==> src/aeoi_pkg.sv <==
// Shared constants for the converter encode/output link.
// Assumes a 200 MHz system clock shared by both ends.
package aeoi_pkg;

  // ----------------------------------------------------------------
  // Widths
  // ----------------------------------------------------------------
  localparam int CODE_W     = 12;
  localparam int UV_W       = 24;
  localparam int SENSE_W    = 21;
  localparam int PROD_W     = 40;
  localparam int SYNC_W     = 3;

  // ----------------------------------------------------------------
  // Timing
  // ----------------------------------------------------------------
  localparam int CLK_PERIOD_PS     = 5000;
  localparam int PS_PER_US         = 1000000;
  localparam int PS_PER_NS         = 1000;
  localparam int ENC_RATE_MAX_MSPS = 80;
  localparam int ENC_RATE_MIN_MSPS = 1;
  localparam int ENC_HALF_MIN_NS   = 6;
  localparam int ENC_DUTY_PCT      = 50;
  localparam int ENC_DUTY_TOL_PCT  = 4;
  // Shortest period, rounded up
  localparam int ENC_PERIOD_MIN_CYC =
    (PS_PER_US / ENC_RATE_MAX_MSPS + CLK_PERIOD_PS - 1) / CLK_PERIOD_PS;
  localparam int ENC_HALF_NS_CYC =
    (ENC_HALF_MIN_NS * PS_PER_NS + CLK_PERIOD_PS - 1) / CLK_PERIOD_PS;
  localparam int ENC_HALF_RATE_CYC = (ENC_PERIOD_MIN_CYC + 1) / 2;
  localparam int ENC_HALF_MIN_CYC  =
    (ENC_HALF_NS_CYC > ENC_HALF_RATE_CYC) ? ENC_HALF_NS_CYC
                                          : ENC_HALF_RATE_CYC;
  // Longest period, rounded down
  localparam int ENC_PERIOD_MAX_CYC =
    (PS_PER_US / ENC_RATE_MIN_MSPS) / CLK_PERIOD_PS;
  localparam int ENC_HALF_MAX_CYC = ENC_PERIOD_MAX_CYC / 2;

  // ----------------------------------------------------------------
  // Input span, microvolts peak-to-peak
  // ----------------------------------------------------------------
  localparam logic [SENSE_W:0] SPAN_G0_HIGH_UV = 22'd2250000;
  localparam logic [SENSE_W:0] SPAN_G1_HIGH_UV = 22'd1350000;
  localparam logic [SENSE_W:0] SPAN_G0_LOW_UV  = 22'd1400000;
  localparam logic [SENSE_W:0] SPAN_G1_LOW_UV  = 22'd840000;
  localparam int SPAN_G1_MUL = 6;
  localparam int SPAN_G1_DIV = 5;

  typedef enum logic [1:0] {
    AEOI_STRAP_GND = 2'b00,
    AEOI_STRAP_VDD = 2'b01,
    AEOI_STRAP_MID = 2'b10
  } aeoi_strap_t;

  localparam logic [CODE_W-1:0] CODE_MAX = 12'hFFF;
  localparam logic [CODE_W-1:0] CODE_MIN = 12'h000;

  // ----------------------------------------------------------------
  // Host register map (byte addresses)
  // ----------------------------------------------------------------
  localparam int ADDR_W = 5;
  localparam logic [ADDR_W-1:0] REG_CTRL   = 5'h00;
  localparam logic [ADDR_W-1:0] REG_HALF   = 5'h04;
  localparam logic [ADDR_W-1:0] REG_DATA   = 5'h08;
  localparam logic [ADDR_W-1:0] REG_IRQ_ST = 5'h0C;
  localparam logic [ADDR_W-1:0] REG_IRQ_MK = 5'h10;

  localparam int CTRL_EN_BIT   = 0;
  localparam int CTRL_FMT_BIT  = 1;
  localparam int CTRL_GAIN_BIT = 2;
  localparam int DATA_OF_BIT   = 12;
  localparam int IRQ_W         = 2;
  localparam int IRQ_SAMPLE    = 0;
  localparam int IRQ_OVER      = 1;
  localparam int HALF_W        = 8;

  localparam logic [2:0]        CTRL_RST = 3'h0;
  localparam logic [HALF_W-1:0] HALF_RST = 8'h05;

endpackage : aeoi_pkg

==> src/aeoi_link_if.sv <==
// Pin-level link between the converter end and the capture host.
// Both ends run on the shared mclk_i; every pin here is a plain level.
interface aeoi_link_if;
  import aeoi_pkg::*;

  logic              encode_clock;
  logic              format_select;
  logic              gain_select;
  logic              data_ready_clock;
  logic [CODE_W-1:0] data;
  logic              overrange_flag;

  modport dev (
    input  encode_clock,
    input  format_select,
    input  gain_select,
    output data_ready_clock,
    output data,
    output overrange_flag
  );

  modport host (
    output encode_clock,
    output format_select,
    output gain_select,
    input  data_ready_clock,
    input  data,
    input  overrange_flag
  );

endinterface : aeoi_link_if

==> src/aeoi_host.sv <==
// Capture host: makes the encode clock, drives the straps, and
// catches each word on the data-ready rising edge.
// Assumes an Avalon-MM master with waitrequest on the software side.
module aeoi_host
  import aeoi_pkg::*;
(
  input  wire logic              mclk_i,
  input  wire logic              reset_i,
  input  wire logic [ADDR_W-1:0] avs_address_i,
  input  wire logic              avs_read_i,
  input  wire logic              avs_write_i,
  input  wire logic [31:0]       avs_writedata_i,
  output logic      [31:0]       avs_readdata_o,
  output logic                   avs_waitrequest_o,
  output logic                   irq_o,
  output logic      [CODE_W-1:0] sample_o,
  output logic                   sample_over_o,
  output logic                   sample_valid_o,
  aeoi_link_if.host              link
);

  // ----------------------------------------------------------------
  // Avalon slave, one wait state per access
  // ----------------------------------------------------------------
  logic [2:0]        ctrl_r;
  logic [HALF_W-1:0] half_r;
  logic [CODE_W:0]   last_r;
  logic [IRQ_W-1:0]  irq_st_r;
  logic [IRQ_W-1:0]  irq_mk_r;
  logic [IRQ_W-1:0]  irq_evt;
  logic              wait_r;
  logic [31:0]       rdata_r;
  logic              acc_go;
  logic              wr_go;

  assign acc_go = (avs_read_i || avs_write_i) && !wait_r;
  assign wr_go  = avs_write_i && !wait_r;

  always_ff @(posedge mclk_i) begin
    if (reset_i) begin
      wait_r <= 1'b1;
    end else begin
      wait_r <= !((avs_read_i || avs_write_i) && wait_r);
    end
  end

  always_ff @(posedge mclk_i) begin
    if (reset_i) begin
      rdata_r <= '0;
    end else if (avs_read_i && wait_r) begin
      case (avs_address_i)
        REG_CTRL:   rdata_r <= 32'(ctrl_r);
        REG_HALF:   rdata_r <= 32'(half_r);
        REG_DATA:   rdata_r <= 32'(last_r);
        REG_IRQ_ST: rdata_r <= 32'(irq_st_r);
        REG_IRQ_MK: rdata_r <= 32'(irq_mk_r);
        default:    rdata_r <= '0;
      endcase
    end
  end

  // Out-of-range half periods are clamped, never stored
  always_ff @(posedge mclk_i) begin
    if (reset_i) begin
      ctrl_r   <= CTRL_RST;
      half_r   <= HALF_RST;
      irq_mk_r <= '0;
    end else if (wr_go) begin
      if (avs_address_i == REG_CTRL) begin
        ctrl_r <= avs_writedata_i[2:0];
      end
      if (avs_address_i == REG_HALF) begin
        if (avs_writedata_i < 32'(ENC_HALF_MIN_CYC)) begin
          half_r <= HALF_W'(ENC_HALF_MIN_CYC);
        end else if (avs_writedata_i > 32'(ENC_HALF_MAX_CYC)) begin
          half_r <= HALF_W'(ENC_HALF_MAX_CYC);
        end else begin
          half_r <= avs_writedata_i[HALF_W-1:0];
        end
      end
      if (avs_address_i == REG_IRQ_MK) begin
        irq_mk_r <= avs_writedata_i[IRQ_W-1:0];
      end
    end
  end

  // New events win over a same-cycle write-one clear
  always_ff @(posedge mclk_i) begin
    if (reset_i) begin
      irq_st_r <= '0;
    end else if (wr_go && avs_address_i == REG_IRQ_ST) begin
      irq_st_r <= (irq_st_r & ~avs_writedata_i[IRQ_W-1:0]) | irq_evt;
    end else begin
      irq_st_r <= irq_st_r | irq_evt;
    end
  end

  always_ff @(posedge mclk_i) begin
    if (reset_i) begin
      irq_o <= 1'b0;
    end else begin
      irq_o <= |(irq_st_r & irq_mk_r);
    end
  end

  assign avs_waitrequest_o = wait_r;
  assign avs_readdata_o    = rdata_r;

  // ----------------------------------------------------------------
  // Encode clock divider, equal halves
  // ----------------------------------------------------------------
  logic [HALF_W-1:0] div_cnt_r;
  logic              enc_r;

  always_ff @(posedge mclk_i) begin
    if (reset_i) begin
      div_cnt_r <= '0;
      enc_r     <= 1'b0;
    end else if (!ctrl_r[CTRL_EN_BIT] && !enc_r) begin
      // Stops only once low, so a disable never cuts a high half
      div_cnt_r <= '0;
    end else if (div_cnt_r >= half_r - 1'b1) begin
      div_cnt_r <= '0;
      enc_r     <= ~enc_r;
    end else begin
      div_cnt_r <= div_cnt_r + 1'b1;
    end
  end

  assign link.encode_clock  = enc_r;
  assign link.format_select = ctrl_r[CTRL_FMT_BIT];
  assign link.gain_select   = ctrl_r[CTRL_GAIN_BIT];

  // ----------------------------------------------------------------
  // Capture on data-ready rising edge
  // ----------------------------------------------------------------
  logic [SYNC_W-1:0] drc_sync_r;
  logic              drc_lvl_r;
  logic              drc_rise;
  // Word rides the same stages as data-ready, so the copy taken at
  // the seen rise is the one that stood at the pin edge
  logic [SYNC_W-1:0][CODE_W:0] word_sync_r;

  always_ff @(posedge mclk_i) begin
    if (reset_i) begin
      drc_sync_r  <= '0;
      drc_lvl_r   <= 1'b0;
      word_sync_r <= '0;
    end else begin
      drc_sync_r  <= {drc_sync_r[SYNC_W-2:0], link.data_ready_clock};
      word_sync_r <= {word_sync_r[SYNC_W-2:0],
                      link.overrange_flag, link.data};
      if (drc_sync_r[1] == drc_sync_r[2]) begin
        drc_lvl_r <= drc_sync_r[2];
      end
    end
  end

  assign drc_rise = (drc_sync_r[1] == drc_sync_r[2]) && drc_sync_r[2]
                    && !drc_lvl_r;

  assign irq_evt = {drc_rise && word_sync_r[SYNC_W-1][CODE_W], drc_rise};

  always_ff @(posedge mclk_i) begin
    if (reset_i) begin
      last_r         <= '0;
      sample_o       <= '0;
      sample_over_o  <= 1'b0;
      sample_valid_o <= 1'b0;
    end else begin
      sample_valid_o <= drc_rise;
      if (drc_rise) begin
        last_r        <= word_sync_r[SYNC_W-1];
        sample_o      <= word_sync_r[SYNC_W-1][CODE_W-1:0];
        sample_over_o <= word_sync_r[SYNC_W-1][CODE_W];
      end
    end
  end

endmodule : aeoi_host

==> src/flat_wrapper.sv <==
// flat-port wrapper written by rule: the top's interface ports become plain ports
module aeoi_host_flat import aeoi_pkg::*;
  (mclk_i, reset_i, avs_address_i, avs_read_i, avs_write_i, avs_writedata_i, avs_readdata_o, avs_waitrequest_o, irq_o, sample_o, sample_over_o, sample_valid_o, link_encode_clock, link_format_select, link_gain_select, link_data_ready_clock, link_data, link_overrange_flag);
  aeoi_link_if link_i ();
  input  wire logic mclk_i;
  input  wire logic reset_i;
  input  wire logic [ADDR_W-1:0] avs_address_i;
  input  wire logic avs_read_i;
  input  wire logic avs_write_i;
  input  wire logic [31:0] avs_writedata_i;
  output logic      [31:0] avs_readdata_o;
  output logic avs_waitrequest_o;
  output logic irq_o;
  output logic      [CODE_W-1:0] sample_o;
  output logic sample_over_o;
  output logic sample_valid_o;
  output wire logic [$bits(link_i.encode_clock)-1:0] link_encode_clock;
  output wire logic [$bits(link_i.format_select)-1:0] link_format_select;
  output wire logic [$bits(link_i.gain_select)-1:0] link_gain_select;
  input wire logic [$bits(link_i.data_ready_clock)-1:0] link_data_ready_clock;
  input wire logic [$bits(link_i.data)-1:0] link_data;
  input wire logic [$bits(link_i.overrange_flag)-1:0] link_overrange_flag;
  assign link_encode_clock = link_i.encode_clock;
  assign link_format_select = link_i.format_select;
  assign link_gain_select = link_i.gain_select;
  assign link_i.data_ready_clock = link_data_ready_clock;
  assign link_i.data = link_data;
  assign link_i.overrange_flag = link_overrange_flag;
  aeoi_host u_core (.mclk_i(mclk_i), .reset_i(reset_i), .avs_address_i(avs_address_i), .avs_read_i(avs_read_i), .avs_write_i(avs_write_i), .avs_writedata_i(avs_writedata_i), .avs_readdata_o(avs_readdata_o), .avs_waitrequest_o(avs_waitrequest_o), .irq_o(irq_o), .sample_o(sample_o), .sample_over_o(sample_over_o), .sample_valid_o(sample_valid_o), .link(link_i));
endmodule
==> config.mk <==
export PLATFORM = sky130hd
export DESIGN_NAME = aeoi_host_flat
export DESIGN_NICKNAME = d
export VERILOG_FILES = /design/src/aeoi_pkg.sv /design/src/aeoi_link_if.sv /design/src/aeoi_host.sv /design/src/flat_wrapper.sv
export SDC_FILE = /design/constraint.sdc
export NUM_CORES = 1
export LEC_CHECK = 0
export ABC_AREA = 1
export BUFFER_PORTS_ARGS = -buffer_cell sky130_fd_sc_hd__clkbuf_2
export CORE_ASPECT_RATIO = 1.4
export CORE_MARGIN = 5
export CORE_UTILIZATION = 56
export CTS_CLUSTER_SIZE = 14
export DETAILED_ROUTE_END_ITERATION = 8
export PLACE_DENSITY_LB_ADDON = 0.15
export SLEW_MARGIN = 30
export SYNTH_ARGS = -nofsm -noshare
export SYNTH_HDL_FRONTEND = slang
export SYNTH_SLANG_ARGS = --single-unit
==> constraint.sdc <==
create_clock -name mclk_i -period 6.42 [get_ports mclk_i]
set_input_delay 1.926 -clock mclk_i [delete_from_list [all_inputs] [get_ports mclk_i]]
set_output_delay 1.926 -clock mclk_i [all_outputs]
set_load 0.05 [all_outputs]
* Word level (Yosys, flattened, before mapping)
Index checks and enable logic that the tools add are counted.
** Storage, ports and cells
- Register bits after elaboration :: 128
- Input bits :: 55
- Output and inout port bits :: 51
- Logic and storage cells :: 60
** Operators by class
- Add/sub/neg operators :: 2
- $lt $le $gt $ge :: 3
- Equal/unequal tests :: 5
- Mux-type cells :: 4
- Bitwise logic cells :: 7
- Reductions and logical operators :: 21
** Operator list (number)
- $pmux W13 S5 :: 1
- $gt A32 B7 Y1 const B :: 1
- $lt A32 B2 Y1 const B :: 1
- $mux W8 :: 2
- $eq A5 B4 Y1 const B :: 2
- $add A8 B1 Y8 const B :: 1
- $ge A8 B8 Y1 :: 1
- $logic_and A1 B1 Y1 :: 8
- $reduce_and A2 Y1 :: 4
- $sub A8 B1 Y8 const B :: 1
- $eq A5 B3 Y1 const B :: 1
- $eq A5 B5 Y1 const B :: 1
- $logic_not A1 Y1 :: 5
- $logic_not A5 Y1 :: 1
- $and A2 B2 Y2 :: 2
- $or A2 B2 Y2 :: 2
- $reduce_or A3 Y1 :: 1
- $mux W2 :: 1
- $not A1 Y1 :: 2
- $not A2 Y2 :: 1
- $reduce_or A2 Y1 :: 1
- $eq A1 B1 Y1 :: 1
- $logic_or A1 B1 Y1 :: 1

* Logic depth before layout (Yosys ltp)
Gate-level depths: netlist of the first run.
- Depth in word-level cells :: 6
- Mapped depth :: 14
- Gate-level depth less buffers :: 13

* Worst setup path after synthesis of the first run
OpenSTA, ideal clock, no wires.
- Path kind :: input -> register
- Start point :: input avs_writedata_i[13]
- End point :: register u_core.half_r[2]
- Setup time :: 0.115 ns
- Data arrival time :: 2.724 ns
- Data required time :: 6.305 ns
- Slack :: 3.581 ns
- Cell stages on the path :: 9
- Buffers on the path :: 0
- Path through :: nor2_1 > nand2_1 > nor2_1 > nand2_1 > nor2_2 > and2_1 > nand2_1 > nand2_1 > nand2_1
** Between the ends
- Word-level cells in the longest chain between the ends :: 3
- Elaborated cells on any way between the ends :: 4
- Those cells by class :: 2 x order compare; 2 x mux
** Ends and longest elaborated chain
- start, declared :: RTL line flat_wrapper.sv:10 : input wire logic [31:0] avs_writedata_i;
- $gt A32 B7 Y1 :: RTL line aeoi_host.sv:75 : end else if (avs_writedata_i > 32'(ENC_HALF_MAX_CYC)) begin
- $mux W8 :: RTL line aeoi_host.sv:75
- $mux W8 (*) :: RTL line aeoi_host.sv:73 : if (avs_writedata_i < 32'(ENC_HALF_MIN_CYC)) begin
- end signal, assigned :: RTL line aeoi_host.sv:74 : half_r <= HALF_W'(ENC_HALF_MIN_CYC);
- end signal, assigned :: RTL line aeoi_host.sv:76 : half_r <= HALF_W'(ENC_HALF_MAX_CYC);
- end signal, assigned :: RTL line aeoi_host.sv:78 : half_r <= avs_writedata_i[HALF_W-1:0];
- end, declared :: RTL line aeoi_host.sv:26 : logic [HALF_W-1:0] half_r;
Mark *: on every way between the ends. The rest lies on a longest branch, timed or not.
A chain may end at the register's enable or synchronous reset.

* Worst setup path after layout of the first run
- Start point :: input reset_i
- End point :: register u_core.div_cnt_r[6]
** Between the ends
- Word-level cells in the longest chain between the ends :: 1
** Ends and longest elaborated chain
- start, declared :: RTL line flat_wrapper.sv:6 : input wire logic reset_i;
- $reduce_or A3 Y1 (no source line)
- end signal, assigned :: RTL line aeoi_host.sv:126 : div_cnt_r <= div_cnt_r + 1'b1;
- end, declared :: RTL line aeoi_host.sv:112 : logic [HALF_W-1:0] div_cnt_r;
Every way passes these cells.

==> results.cfg, run 1 <==
[outcome]
outcome = finished clean

[power_and_ir_drop]
powerDensity_nw_per_um2 = 230
seq_power_share_pct = 58.0
vdd.ir_drop.worst_mv = 0.177
p_sw_mw = 0.280
combPwrFrac_pct = 9.3
swShare_pct = 26.5
p_clk_share_pct = 32.7
intPower_mw = 0.778
p_leak_nw = 2.17

[critical_path]
worstPathCellList = clkbuf_2, buf_4, inv_2, o21ai_0, or2_1, nor2_1
critPathCaptureType = flip-flop
ff2ff_setup_slack_ps = 4030
r2r_end = u_core.div_cnt_r[6]
setup.worst_path.end = u_core.div_cnt_r[6]
crit_fanout = 63
path_delay_family = buffers and inverters
critPathSlowestCell = buf_4
cp_num_buf_inv = 3
rr_worst_depth = 13
reg2reg_from = u_core.half_r[0]
critPathLaunchType = input pin
crit_start = reset_i
crit_required_ps = 6660
critPathKind = input pin to flip-flop
cp_slowest_stage_delay_ps = 490
crit_cells = 6
cp.arrival_ps = 3410

[synth]
yosysWarnings = 0
synth_cell_type_count = 33
syn_avg_cell_area_um2 = 7.67
seq_area_frac_synth_pct = 47.9
ys_ff_latch = 96
async_flop_share_pct = 0
synth_edf_count = 0
yosys_most_used_dff = dfxtp_1
syn_area_um2 = 4010
syn_inst = 523

[global_routing]
grt-ovfl-total = 0
grt_pass1_wl_um = 13100
track_usage_pct = 18.6
antenna_found_initial = 0
grt_max_degree = 64
grt_pass1_vias = 3093

[clock_network]
cts_setup_buffers = 0
cts_made_buffers = 9
clock-root-buffer = clkbuf_8
cts_tree = done
post_cts_resized = 0
clockBufferDepth = 2
h-tree-depth = 3
cts_hold_buf = 0
cts_num_sinks = 96
worstSkewPairLatency_ps = 350
clk_pin_slew_ps = 90

[finish]
final_util_pct = 66.0
nNetsFinal = 672
diodes = 0
drive_gt1_share_pct = 20.1
area_growth_pct = 14.7
fin_area_um2 = 4610

[placed_design]
routabilityCongestion = 0.872
io_buffers = 86
place_hpwl_um = 6220
dpl_cell_area_um2 = 4430

[sta]
max_freq_mhz = 316
final_max_slew_viol_count = 0
skew_ps = 9.14
relSlewSlack_pct = 50.5
min_period_ps = 3170
hold_viol = 0
period_share_pct = 49.3
fin_setup_tns_ps = 0
setup_violations = 0
worst_pin_slew_ps = 739
rsz0062_at_grt = no

[floorplan]
start_util_pct = 57.5
ioPinCount = 106
die_area_um2 = 8980
rows = 36
core_area_um2 = 6980
die_y_um = 110
dieWidth_um = 81.6

[flow_run]
cap_violations = 0

[routing]
dr.pass1.iters = 4
viasPerCell = 4.66
via_count = 3287
wl_per_cell_um = 11.3
routed_wl_um = 7970
drt_iter0_drc = 106
drcViolationCount = 0
antenna_left = 0

[hold_path]
hold_path.class = flip-flop to flip-flop
hold_start = u_core.word_sync_r[20]
## cell usage after synthesis, types with 2 or more instances
library cell | number | area [µm²]
o21ai_0 | 24 | 120
nor2_8 | 3 | 60.1
a21oi_2 | 2 | 17.5
nor2_2 | 4 | 25.0
nand4_1 | 11 | 68.8
xnor2_1 | 5 | 43.8
ha_1 | 11 | 138
inv_1 | 68 | 255
xor2_1 | 7 | 61.3
dfxtp_1 | 96 | 1920
a21oi_1 | 30 | 150
clkbuf_1 | 11 | 41.3
buf_2 | 2 | 10.0
nand3_1 | 14 | 70.1
nand2_1 | 80 | 300
o21ai_1 | 6 | 30.0
inv_2 | 6 | 22.5
nor2_1 | 107 | 402
nor3_1 | 3 | 15.0
buf_4 | 19 | 143
nand2_2 | 2 | 12.5
## layout by cell type (no fill, tap or decap), drive strengths merged
cell / netlist / layout
or2: 1 / 1
a31o: 1 / 1
nor3: 3 / 3
conb: 1 / 19
o21ai: 30 / 30
clkinv: 0 / 2
nor2: 115 / 115
nand2: 82 / 82
xnor2: 5 / 5
clkinvlp: 0 / 2
xor2: 7 / 7
o211ai: 1 / 1
buf: 22 / 1
nand4: 11 / 11
clkbuf: 11 / 97
a21oi: 32 / 32
o21bai: 1 / 1
dfxtp: 96 / 96
nand3: 16 / 16
ha: 11 / 11
and2: 1 / 1
o21a: 1 / 1
inv: 75 / 76
## sequential cells by signal, summed over array words and instances, names as in the netlist
name	flops
u_core.sample_valid_o	1
u_core.link.encode_clock	1
u_core.half_r	8
u_core.irq_o	1
u_core.word_sync_r	39
u_core.drc_lvl_r	1
u_core.irq_mk_r	2
u_core.avs_readdata_o	13
u_core.drc_sync_r	3
u_core.last_r	13
u_core.irq_st_r	2
u_core.div_cnt_r	8
u_core.avs_waitrequest_o	1
u_core.ctrl_r	3
## worst min-delay path by stage
stage                                        end  cells after the start
final                     u_core.word_sync_r[33]                      2
after global routing      u_core.word_sync_r[28]                      2
after CTS                 u_core.word_sync_r[29]                      2
after detailed placement  u_core.word_sync_r[33]                      2
after global placement    u_core.word_sync_r[16]                      2
after floorplan             u_core.drc_sync_r[1]                      2
## stage by stage
stage	worst slack (ps)	hold WS (ps)	std cells	total power, mW
after floorplan	3580	388	541	0.706
after CTS	3240	404	706	1.07
after global routing	3040	418	706	1.11
after detailed placement	2860	393	690	0.727
after global placement	2930	389	690	0.725
final	3250	403	706	1.06
## cell families (layout without fill, tap and decap cells)
family                     Yosys count  in the layout  share of synthesized area (%)
buffers and inverters              108            178                           12.3
adders and majority gates           11             11                           3.43
other                                1             19                         0.0934
AOI/OAI and AO/OA                   66             66                           8.70
and+or+nand+nor                    229            229                           25.0
xor gates and xnor gates            12             12                           2.62
DFF                                 96             96                           47.9
## cell type report
class / instances / area, µm²
clock buffer: 11 / 131
tap: 95 / 119
inverter: 75 / 287
sequential: 96 / 1920
multi-input combinational: 337 / 1670
fill: 646 / 2380
timing repair buffer: 87 / 438
clock inverter: 5 / 41.3
## tightest hold or removal path, cell delays in order, from the launching register on
cell	delay (ps)
dfxtp_1	300
inv_1	40
nor2_1	30
## metal layers
metal	vias to the layer above	GRT usage, %	share of wire [%]
met5	-	0	0
met4	0	8.57	2.4
met3	19	4.96	6.7
met2	86	33.4	52
met1	1439	20.1	39
li1	1743	-	-
## power groups by stage
stage	clock network [mW]	logic (mW)	registers (mW)
4_1_cts	0.357	0.0987	0.615
6_report	0.346	0.0981	0.615
5_1_grt	0.385	0.108	0.616
3_5_place_dp	0	0.0986	0.629
3_3_place_gp	0	0.0963	0.628
2_1_floorplan	0	0.0673	0.639
Note: power is estimated with default switching activity, not from simulation.
==> run 2: changes to the inputs <==
Settings changed: CORE_UTILIZATION 56 to 47.
Clock period 6.42 ns to 2.81 ns, I/O delays scaled along.
==> run 2 against run 1 <==
Critical path depth up 7. Worst setup slack worse by 2700 ps. Critical endpoint is now u_core.div_cnt_r[3]. Wire length is 4.4% higher. Core utilization decreased by 9.5 points. Sequential power grew 130%. Combinational power is 140% higher. Largest power group unchanged. Non-clock buffer count rose by 3.
==> results.cfg, run 2 (synthesized netlist as in run 1, its figures left out) <==
[sta]
rsz0062_at_grt = no
skew_ps = 5.75
hold_viol = 0
setup_violations = 0
final_max_slew_viol_count = 0
min_period_ps = 2280
period_share_pct = 81.1
max_freq_mhz = 439
fin_setup_tns_ps = 0

[critical_path]
path_delay_family = simple AND/OR/NAND/NOR gates
ff2ff_setup_slack_ps = 530
r2r_end = u_core.div_cnt_r[3]
critPathLaunchType = flip-flop
critPathKind = flip-flop to flip-flop
critPathCaptureType = flip-flop
critPathSlowestCell = dfxtp_1
crit_required_ps = 3030
rr_worst_depth = 13
cp_num_buf_inv = 2
cp_slowest_stage_delay_ps = 320
cp.arrival_ps = 2500
worstPathCellList = inv_1, ha_1, nand2_1, nor3_1, xor2_1, inv_1, ha_1, nand2_1, nor2_1, nand4_1, nand3_1, or2_1, nor2_1
crit_fanout = 8
reg2reg_from = u_core.half_r[0]

[floorplan]
dieWidth_um = 88.1
start_util_pct = 47.5
die_y_um = 119
core_area_um2 = 8460
ioPinCount = 106
rows = 40
die_area_um2 = 10500

[clock_network]
cts_num_sinks = 96
clock-root-buffer = clkbuf_16
worstSkewPairLatency_ps = 340
clockBufferDepth = 2
cts_made_buffers = 9
cts_hold_buf = 0
cts_tree = done
post_cts_resized = 0
clk_pin_slew_ps = 60
cts_setup_buffers = 0
h-tree-depth = 3

[power_and_ir_drop]
combPwrFrac_pct = 8.1
p_leak_nw = 2.25
seq_power_share_pct = 49.6
fin_total_pwr_mw = 2.84
vdd.ir_drop.worst_mv = 0.432
intPower_mw = 2.17
powerDensity_nw_per_um2 = 594
p_sw_mw = 0.670
swShare_pct = 23.6
p_clk_share_pct = 42.3

[placed_design]
dp.cells = 703
io_buffers = 86
routabilityCongestion = 0.907
dpl_cell_area_um2 = 4480
place_hpwl_um = 6380

[finish]
final_cells = 718
multi_input_area_um2 = 1670
diodes = 0
layout_common_cells = 107 x nor2_1, 96 x dfxtp_1, 86 x clkbuf_2, 80 x nand2_1, 68 x inv_1
nNetsFinal = 675
largest_reg_flops = 39
drive_gt1_share_pct = 20.6
final-seq-area_um2 = 1920
regMostFlops = u_core.word_sync_r
area_growth_pct = 19.0
fin_area_um2 = 4780
final_common_cell = nor2_1
fillCellCount = 849

[routing]
wl_per_cell_um = 11.6
drt_iter0_drc = 138
dr.pass1.iters = 4
via_count = 3300
routed_wl_um = 8320
antenna_left = 0
viasPerCell = 4.60
drcViolationCount = 0

[global_routing]
track_usage_pct = 16.7
grt-ovfl-total = 0
grt_max_degree = 63
grt_pass1_wl_um = 13900
grt_pass1_vias = 3195
antenna_found_initial = 0

[hold_path]
hold_path.class = flip-flop to flip-flop
min_path_cells = 2
hold_start = u_core.word_sync_r[14]
whs_endpoint = u_core.word_sync_r[27]

[outcome]
outcome = finished clean

[flow_run]
cap_violations = 0
[run 2: worst max-delay path by stage]
stage | from | to | cells after the start
2_1_floorplan | u_core.half_r[0] | u_core.div_cnt_r[2] | 14
3_3_place_gp | u_core.half_r[0] | u_core.div_cnt_r[6] | 13
3_5_place_dp | u_core.half_r[0] | u_core.div_cnt_r[3] | 13
4_1_cts | u_core.half_r[0] | u_core.div_cnt_r[3] | 13
5_1_grt | u_core.half_r[0] | u_core.div_cnt_r[3] | 13
6_report | u_core.half_r[0] | u_core.div_cnt_r[3] | 13
[run 2: final cells by class]
cell class,count,area share (%)
Multi-Input combinational cell,337,34.9
Sequential cell,96,40.2
Inverter,75,6.00
Timing Repair Buffer,90,9.90
Tap cell,105,2.75
Clock inverter,4,1.15
Clock buffer,11,5.08
[run 2: layer usage]
layer	track usage, %	share of wire (%)	vias to the layer above
li1	-	-	1748
met4	8.32	2.8	0
met2	30.0	51	96
met3	3.11	7.0	21
met5	0	0	-
met1	18.1	39	1435
[run 2: worst min-delay path: stages, from the launching register on]
cell     delay [ps]
dfxtp_1         290
inv_1            40
nor2_1           30
[run 2: metrics by stage]
step / hold WS [ps] / worst slack, ps / utilization [%]
2_1_floorplan: 388 / 767 / -
3_3_place_gp: 389 / 612 / 53.0
3_5_place_dp: 392 / 534 / 53.0
4_1_cts: 400 / 531 / 56.5
5_1_grt: 417 / 303 / 56.5
6_report: 399 / 531 / 56.5
[run 2: power groups by stage]
| stage | registers [mW] | logic [mW] | clock network, mW |
|---|---|---|---|
| detailed placement | 1.44 | 0.232 | 0 |
| CTS | 1.41 | 0.233 | 1.23 |
| floorplan | 1.46 | 0.154 | 0 |
| global placement | 1.44 | 0.229 | 0 |
| finish | 1.41 | 0.231 | 1.20 |
| global route | 1.41 | 0.255 | 1.28 |
